[src/include/irq_enable_pkg.sv]
package irq_enable_pkg;

	// Geometry of the source banks.
	localparam int BANKS = 5;
	localparam int BANK_W = 16;
	localparam int PRIO_W = 3;
	localparam int ADDR_W = 6;
	localparam int PRIO_REGS = 20;
	localparam int FIELDS_PER_REG = 4;
	localparam int FIELD_STRIDE = 4;

	// Word offsets on the register port.
	localparam logic [5:0] ADDR_FLAG_BASE = 6'h00;
	localparam logic [5:0] ADDR_EN_BASE = 6'h08;
	localparam logic [5:0] ADDR_PRIO_BASE = 6'h10;
	localparam logic [5:0] ADDR_IRQ_STAT = 6'h28;
	localparam logic [5:0] ADDR_IRQ_EN = 6'h29;
	localparam logic [5:0] ADDR_IRQ_CLR = 6'h2a;

	// Implemented bit positions of each bank, shared by flag and enable words.
	localparam logic [15:0] IMPL_MASK_0 = 16'h3fef;
	localparam logic [15:0] IMPL_MASK_1 = 16'hfe1f;
	localparam logic [15:0] IMPL_MASK_2 = 16'h22e3;
	localparam logic [15:0] IMPL_MASK_3 = 16'h4066;
	localparam logic [15:0] IMPL_MASK_4 = 16'h000e;

	// Reset values.
	localparam logic [15:0] FLAG_RESET = 16'h0000;
	localparam logic [15:0] EN_RESET = 16'h0000;
	localparam logic [2:0] PRIO_RESET = 3'h4;
	localparam logic [2:0] PRIO_OFF = 3'h0;
	localparam logic [4:0] IRQ_RESET = 5'h00;

	// One packed word per bank.
	typedef logic [BANKS-1:0][BANK_W-1:0] bank_word_t;
	typedef logic [BANKS-1:0][BANK_W-1:0][PRIO_W-1:0] prio_array_t;

	// One register port access as seen in a single cycle.
	typedef struct packed {
		logic [ADDR_W-1:0] addr;
		logic [BANK_W-1:0] wdata;
		logic wr;
		logic rd;
	} reg_access_t;

endpackage : irq_enable_pkg

[src/verilog/interrupt_enable_bank.sv]
// The placing of the registers and the strobed register port were left to the implementer.
`timescale 1ns/1ps
// Functional notes
// - An enable bit at one passes its source request; at zero it blocks it.
// - Unimplemented bit positions of all enable words read back as zero.
// - Implemented enable bits are software read/write and clear at reset.
// - Enable word 0 bits 13 to 8 gate converter, serial1, sync serial1, timer3.
// - Enable word 0 bits 7-5, 3-0 gate timers, compare, capture, external 0.
// - Enable word 1 bits 15 to 9 gate serial2, external 2, timers, compares.
// - Enable word 1 bits 4 to 0 gate external 1, pin change, comparator, two-wire1.
// - Enable word 2 gates parallel port, compare5, captures, sync serial2 only.
// - Enable word 3 gates calendar, external 4 and 3, two-wire2 events only.
// - Enable word 4 bits 3 to 1 gate checksum engine and serial errors.
// - Each source has a flag set by its request, gated by its enable.
// - Each source has a three-bit priority; zero disables, seven is highest.
module interrupt_enable_bank (
	input wire logic core_clk,
	input wire logic arst_n,
	input wire logic ce,
	input wire logic [5:0] regAddr,
	input wire logic [15:0] regWdata,
	input wire logic regWr,
	input wire logic regRd,
	output logic [15:0] regRdata,
	input wire irq_enable_pkg::bank_word_t srcPulse,
	output irq_enable_pkg::bank_word_t gatedReq,
	output irq_enable_pkg::prio_array_t prioLevel,
	output logic irqOut
);

	// Implemented positions of one bank.
	function automatic logic [15:0] implMask(input int bank);
		logic [15:0] m;
		m = 16'h0000;
		unique case (bank)
			0: m = irq_enable_pkg::IMPL_MASK_0;
			1: m = irq_enable_pkg::IMPL_MASK_1;
			2: m = irq_enable_pkg::IMPL_MASK_2;
			3: m = irq_enable_pkg::IMPL_MASK_3;
			4: m = irq_enable_pkg::IMPL_MASK_4;
			default: m = 16'h0000;
		endcase
		return m;
	endfunction : implMask

	// True when the address falls inside a block of consecutive words.
	function automatic logic inRange(input logic [5:0] addr, input logic [5:0] base,
		input logic [5:0] count);
		return (addr >= base) && (addr < 6'(base + count));
	endfunction : inRange

	// Word index of the address inside its block.
	function automatic logic [4:0] wordIndex(input logic [5:0] addr, input logic [5:0] base);
		logic [5:0] diff;
		diff = 6'(addr - base);
		return diff[4:0];
	endfunction : wordIndex

	irq_enable_pkg::reg_access_t acc;
	irq_enable_pkg::bank_word_t flagQ;
	irq_enable_pkg::bank_word_t flagD;
	irq_enable_pkg::bank_word_t enQ;
	irq_enable_pkg::bank_word_t enD;
	irq_enable_pkg::prio_array_t prioQ;
	irq_enable_pkg::prio_array_t prioD;
	irq_enable_pkg::bank_word_t prioLive;
	logic [4:0] irqStatQ;
	logic [4:0] irqStatD;
	logic [4:0] irqEnQ;
	logic [4:0] irqEnD;
	logic [4:0] bankEvent;
	logic [15:0] rdataQ;
	logic [15:0] rdataD;
	logic isFlag;
	logic isEn;
	logic isPrio;
	logic [4:0] idx;

	// Collect the port signals of one access into a single carrier.
	assign acc = '{addr: regAddr, wdata: regWdata, wr: regWr, rd: regRd};
	assign isFlag = inRange(acc.addr, irq_enable_pkg::ADDR_FLAG_BASE, 6'h05);
	assign isEn = inRange(acc.addr, irq_enable_pkg::ADDR_EN_BASE, 6'h05);
	assign isPrio = inRange(acc.addr, irq_enable_pkg::ADDR_PRIO_BASE, 6'h14);
	assign idx = isFlag ? wordIndex(acc.addr, irq_enable_pkg::ADDR_FLAG_BASE) :
		isEn ? wordIndex(acc.addr, irq_enable_pkg::ADDR_EN_BASE) :
		wordIndex(acc.addr, irq_enable_pkg::ADDR_PRIO_BASE);

	// Per-bank gating and event detection; combinational so a set flag costs no further latency.
	for (genvar b = 0; b < irq_enable_pkg::BANKS; b++)
	begin : g_bank
		for (genvar s = 0; s < irq_enable_pkg::BANK_W; s++)
		begin : g_src
			assign prioLive[b][s] = (prioQ[b][s] != irq_enable_pkg::PRIO_OFF);
		end
		assign gatedReq[b] = flagQ[b] & enQ[b];
		assign bankEvent[b] = |(gatedReq[b] & prioLive[b]);
	end

	// Next values of flags, enables and priorities.
	always_comb
	begin
		int pb;
		int ps;
		flagD = flagQ;
		enD = enQ;
		prioD = prioQ;
		pb = 0;
		ps = 0;
		if (acc.wr && isFlag)
		begin
			flagD[idx] = acc.wdata;
		end
		if (acc.wr && isEn)
		begin
			enD[idx] = acc.wdata;
		end
		if (acc.wr && isPrio)
		begin
			pb = int'(idx) / irq_enable_pkg::FIELDS_PER_REG;
			for (int k = 0; k < irq_enable_pkg::FIELDS_PER_REG; k++)
			begin
				ps = (int'(idx) % irq_enable_pkg::FIELDS_PER_REG) * 4 + k;
				if (|(implMask(pb) & (16'h0001 << ps)))
				begin
					prioD[pb][ps] = acc.wdata[k*irq_enable_pkg::FIELD_STRIDE +: 3];
				end
			end
		end
		for (int b = 0; b < irq_enable_pkg::BANKS; b++)
		begin
			// A request arriving with a software clear still leaves the flag set.
			flagD[b] = (flagD[b] | srcPulse[b]) & implMask(b);
			enD[b] = enD[b] & implMask(b);
		end
	end

	// Source state; the clock enable holds everything still.
	always_ff @(posedge core_clk or negedge arst_n)
	begin
		if (!arst_n)
		begin
			for (int b = 0; b < irq_enable_pkg::BANKS; b++)
			begin
				flagQ[b] <= irq_enable_pkg::FLAG_RESET;
				enQ[b] <= irq_enable_pkg::EN_RESET;
				for (int s = 0; s < irq_enable_pkg::BANK_W; s++)
				begin
					prioQ[b][s] <= irq_enable_pkg::PRIO_RESET;
				end
			end
		end
		else if (ce)
		begin
			flagQ <= flagD;
			enQ <= enD;
			prioQ <= prioD;
		end
	end

	// Sticky per-bank interrupt status; a live event beats a same-cycle clear.
	always_comb
	begin
		irqStatD = irqStatQ;
		irqEnD = irqEnQ;
		if (acc.wr && (acc.addr == irq_enable_pkg::ADDR_IRQ_CLR))
		begin
			irqStatD = irqStatQ & ~acc.wdata[4:0];
		end
		if (acc.wr && (acc.addr == irq_enable_pkg::ADDR_IRQ_EN))
		begin
			irqEnD = acc.wdata[4:0];
		end
		irqStatD = irqStatD | bankEvent;
	end

	// Interrupt status and mask registers.
	always_ff @(posedge core_clk or negedge arst_n)
	begin
		if (!arst_n)
		begin
			irqStatQ <= irq_enable_pkg::IRQ_RESET;
			irqEnQ <= irq_enable_pkg::IRQ_RESET;
		end
		else if (ce)
		begin
			irqStatQ <= irqStatD;
			irqEnQ <= irqEnD;
		end
	end

	assign irqOut = |(irqStatQ & irqEnQ);
	assign prioLevel = prioQ;

	// Read data; unmapped and write-only words answer zero.
	always_comb
	begin
		int pb;
		int ps;
		rdataD = rdataQ;
		pb = 0;
		ps = 0;
		if (acc.rd)
		begin
			rdataD = 16'h0000;
			if (isFlag)
			begin
				rdataD = flagQ[idx];
			end
			else if (isEn)
			begin
				rdataD = enQ[idx] & implMask(int'(idx));
			end
			else if (isPrio)
			begin
				pb = int'(idx) / irq_enable_pkg::FIELDS_PER_REG;
				for (int k = 0; k < irq_enable_pkg::FIELDS_PER_REG; k++)
				begin
					ps = (int'(idx) % irq_enable_pkg::FIELDS_PER_REG) * 4 + k;
					rdataD[k*irq_enable_pkg::FIELD_STRIDE +: 3] = prioQ[pb][ps];
				end
			end
			else if (acc.addr == irq_enable_pkg::ADDR_IRQ_STAT)
			begin
				rdataD = {11'h000, irqStatQ};
			end
			else if (acc.addr == irq_enable_pkg::ADDR_IRQ_EN)
			begin
				rdataD = {11'h000, irqEnQ};
			end
		end
	end

	// Read data register; it holds its value until the next read.
	always_ff @(posedge core_clk or negedge arst_n)
	begin
		if (!arst_n)
		begin
			rdataQ <= 16'h0000;
		end
		else if (ce)
		begin
			rdataQ <= rdataD;
		end
	end

	assign regRdata = rdataQ;

	for (genvar b = 0; b < irq_enable_pkg::BANKS; b++)
	begin : g_chk

	end
endmodule : interrupt_enable_bank
[config.mk]
export PLATFORM = sky130hd
export DESIGN_NAME = interrupt_enable_bank
export DESIGN_NICKNAME = d
export VERILOG_FILES = /design/src/include/irq_enable_pkg.sv /design/src/verilog/interrupt_enable_bank.sv
export SDC_FILE = /design/constraint.sdc
export NUM_CORES = 1
export LEC_CHECK = 0
export BUFFER_PORTS_ARGS = -buffer_cell sky130_fd_sc_hd__buf_2
export CAP_MARGIN = 25
export CORE_MARGIN = 5
export CORE_UTILIZATION = 45
export CTS_CLUSTER_DIAMETER = 120
export DETAILED_ROUTE_END_ITERATION = 10
export PLACE_DENSITY = 0.73
export SETUP_SLACK_MARGIN = 0.02
export SYNTH_ARGS = -nofsm -noshare
export SYNTH_HDL_FRONTEND = slang
export SYNTH_SLANG_ARGS = --single-unit
[constraint.sdc]
create_clock -name core_clk -period 1.7 [get_ports core_clk]
set_clock_uncertainty 0.15 [all_clocks]
set_input_delay 0.085 -clock core_clk [delete_from_list [all_inputs] [get_ports core_clk]]
set_output_delay 0.085 -clock core_clk [all_outputs]
set_load 0.02 [all_outputs]
==> impl_metrics.py <==
metrics = {
    "grt": {
        "grt-ovfl-total": 0,
        "grt_max_degree": 98,
        "antenna_found_initial": 0,
        "grt_pass1_wl_microns": 106000,
        "grt_pass1_vias": 15600,
        "track_usage_pct": 34.6,
    },
    "outcome": {
        "status": "finished, violations left",
        "violations": "negative hold slack, negative setup slack",
    },
    "sta": {
        "finalCritPeriodShare_pct": 110,
        "max_slew_margin_pct": 54.5,
        "clock.fmax_ghz": 0.533,
        "final_hold_viol_count": 1,
        "setup_viol": 6,
        "finalCriticalPeriod_ps": 1880,
        "worst_pin_slew_ps": 679,
        "setup_ws_ps": -176,
        "hold_ws_ps": -3.11,
        "rsz0062_at_grt": "true",
        "final_max_slew_viol_count": 0,
    },
    "logic_synthesis": {
        "ys_types": 78,
        "yosysWarnings": 0,
        "ys_ff_latch": 346,
        "synth_enable_flop_cells": 0,
        "synthesis.area_sq_um": 16900,
        "yosysSeqAreaShare_pct": 51.9,
        "async_flop_share_pct": 100,
        "synth_cells": 1442,
        "synthFlopType": "dfrtp_1",
        "post_synth.cell_area_avg_sq_um": 11.7,
    },
    "critical_path": {
        "required_ps": 1460,
        "arrival_ps": 1640,
        "criticalPathCategory": "register to output port",
        "end_kind": "output port",
        "cp_slowest_stage_delay_ps": 390,
        "slowest_stage": "dfrtp_1",
        "reg2regPathDepth": 5,
        "crit_fanout": 2,
        "endpoint": "irqOut",
        "start_kind": "register",
        "cp_cell_sequence": "a222oi_1, nand2_1, buf_6",
        "critical_path.startpoint": "irqEnQ[0]$_DFFE_PN0P_",
        "r2r_slack_ps": -100,
        "r2r_end": "regRdata[1]$_DFFE_PN0P_",
        "r2r_start": "enQ[1]$_DFFE_PN0P_",
    },
    "clocking": {
        "cts_tree": "yes",
        "insertion_delay_ps": 590,
        "cts_buffer_depth": 3,
        "clkSinkCount": 346,
        "clk_pin_slew_worst_paths_ps": 60,
        "numCtsBuffers": 40,
        "root_buffer": "clkbuf_16",
        "h-tree-depth": 2,
    },
    "min_path": {
        "hp-class": "input pin to register",
    },
    "place": {
        "dp.cells": 2416,
        "place_ws_ps": -685,
        "hpwlAfterDp_microns": 56500,
        "gp_congestion": 1.00,
        "portBuffers": 363,
        "placedInstanceArea_sq_um": 21500,
    },
    "layout": {
        "final_nets": 2182,
        "finalNonFillerCells": 2581,
        "final.fill_count": 2852,
        "syn_to_final_growth_pct": 44.8,
        "ff_latch_area_sq_um": 8760,
        "multi_input_area_sq_um": 7840,
        "final_common_cell": "buf_4",
        "layout_common_cells": "buf_4, buf_2, dfrtp_1",
        "stdcell_area_sq_um": 24400,
        "drive_above_1_share_pct": 54.7,
    },
    "route": {
        "met1_length_microns": 28300,
        "wl_met3_microns": 7900,
        "wire_per_inst_microns": 28.8,
        "highest_layer": "met4",
        "wl_microns": 74400,
        "ant_nets": 0,
        "drt_iter0_drc": 1536,
        "first_pass_iters": 5,
        "drc": 0,
        "num_vias": 15400,
        "dr_wl_met2_microns": 34100,
        "viasPerCell": 5.98,
    },
    "power": {
        "p_leak_nw": 12.1,
        "pwr_density_cell_nw_per_um2": 919,
        "p_total_mw": 22.4,
        "peakVddDrop_mv": 0.687,
    },
    "floorplanning": {
        "die_w_microns": 204,
        "initial_core_util_pct": 45.2,
        "fp.coreArea_sq_um": 37300,
        "die_h_microns": 204,
        "die-area_sq_um": 41400,
        "rows": 71,
        "num_io_pins": 444,
    },
    "run": {
        "max-cap-violations": 0,
    },
}
==> worst min-delay path by stage <==
stage          startpoint                         end  slack, ps  cells after the start
2_1_floorplan      arst_n          enQ[0]$_DFFE_PN0P_       -360                      0
3_3_place_gp       arst_n  prioLevel[102]$_DFFE_PN0P_       -230                      1
3_5_place_dp       arst_n  prioLevel[102]$_DFFE_PN0P_       -230                      1
4_1_cts            arst_n  prioLevel[150]$_DFFE_PN0P_          8                      3
5_1_grt        regAddr[0]    regRdata[12]$_DFFE_PN0P_         10                      5
6_report       regAddr[0]    regRdata[12]$_DFFE_PN0P_         -3                      5
==> worst max-delay path: cells and delay by family (launching register included) <==
kind            cells  cell delay, ps
simple gates        1             170
flops               1             390
compound gates      1             340
buf+inv             1             170
==> cells in the mapped netlist, types with 4 or more instances <==
cell | instances | area share, %
dfrtp_1 | 266 | 39
clkbuf_1 | 168 | 3.7
mux2_1 | 92 | 6.1
dfstp_2 | 80 | 12
mux2_2 | 65 | 4.3
nand2_1 | 51 | 1.1
nor2_1 | 49 | 1.1
a21oi_1 | 48 | 1.4
buf_4 | 47 | 2.1
o21a_1 | 43 | 1.9
o31ai_1 | 43 | 1.9
and2_1 | 42 | 1.6
o32a_1 | 38 | 2.3
mux2i_1 | 35 | 2.1
buf_2 | 30 | 0.89
o21ai_0 | 30 | 0.89
mux4_2 | 27 | 3.6
nand3_1 | 24 | 0.71
a211oi_1 | 22 | 0.98
o221ai_1 | 20 | 1.0
o21ai_1 | 19 | 0.56
and3_1 | 17 | 0.63
mux2_4 | 13 | 1.2
nand4_1 | 12 | 0.45
nor3_1 | 12 | 0.36
a21o_1 | 10 | 0.45
a22oi_1 | 10 | 0.45
nand2b_1 | 10 | 0.37
o22ai_1 | 10 | 0.37
nor2b_1 | 9 | 0.33
inv_1 | 7 | 0.16
a31oi_1 | 6 | 0.22
a32oi_1 | 6 | 0.31
nor3_2 | 6 | 0.36
o211ai_1 | 6 | 0.27
a221oi_1 | 5 | 0.26
nand4b_1 | 5 | 0.26
or3_1 | 4 | 0.15
==> stage by stage <==
| stage | TNS [ps] | utilization [%] |
|---|---|---|
| after detailed placement | -99980 | 57.5 |
| after global routing | -910 | 65.4 |
| after global placement | -98300 | 57.5 |
| after floorplan | -32940 | - |
| final | -492 | 65.4 |
| after CTS | -10140 | 64.0 |
==> layer usage <==
layer,track usage [%],vias up
li1,-,6452
met1,45.6,7819
met2,54.1,975
met3,9.25,195
met4,15.5,0
met5,0,-
==> what timing repair did <==
action / in CTS / in global routing
gates cloned: 0 / 2
gates resized for setup: 117 / 105
endpoints found under the setup margin: 50 / 209
hold buffers: 64 / 3
pin swaps: 27 / 37
setup buffers: 6 / 16
endpoints found under the hold margin: 525 / 25
==> cells by family after synthesis <==
family	share of synthesized area, %
compound gates	14.9
fa+ha+maj	0.0742
buf+inv	7.12
flops	51.9
mux	17.3
other cells	0.0222
simple gates	8.64
==> final cells by class <==
| class | instances | share of cell area [%] |
|---|---|---|
| well taps | 474 | 2.43 |
| diodes | 1 | 0.0103 |
| repair buffers | 800 | 23.6 |
| flip-flops and latches | 346 | 35.9 |
| clock buffers | 58 | 4.83 |
| clock inverters | 16 | 0.902 |
| inverters | 9 | 0.169 |
| multi-input cells | 877 | 32.1 |
==> flip-flops by register name, summed over array words and instances, names as in the netlist <==
register,cells
flagQ,40
regRdata,16
prioLevel,240
irqEnQ,5
enQ,40
irqStatQ,5
==> where the power goes <==
group | internal [mW] | total (mW) | switching [mW] | leakage [nW]
sequential | 8.70 | 9.13 | 0.431 | 4.26
combinational | 1.76 | 4.17 | 2.41 | 7.15
clock | 5.47 | 9.14 | 3.67 | 0.690
total | 15.9 | 22.4 | 6.50 | 12.1
No activity file was read; power rests on OpenSTA's default activity.
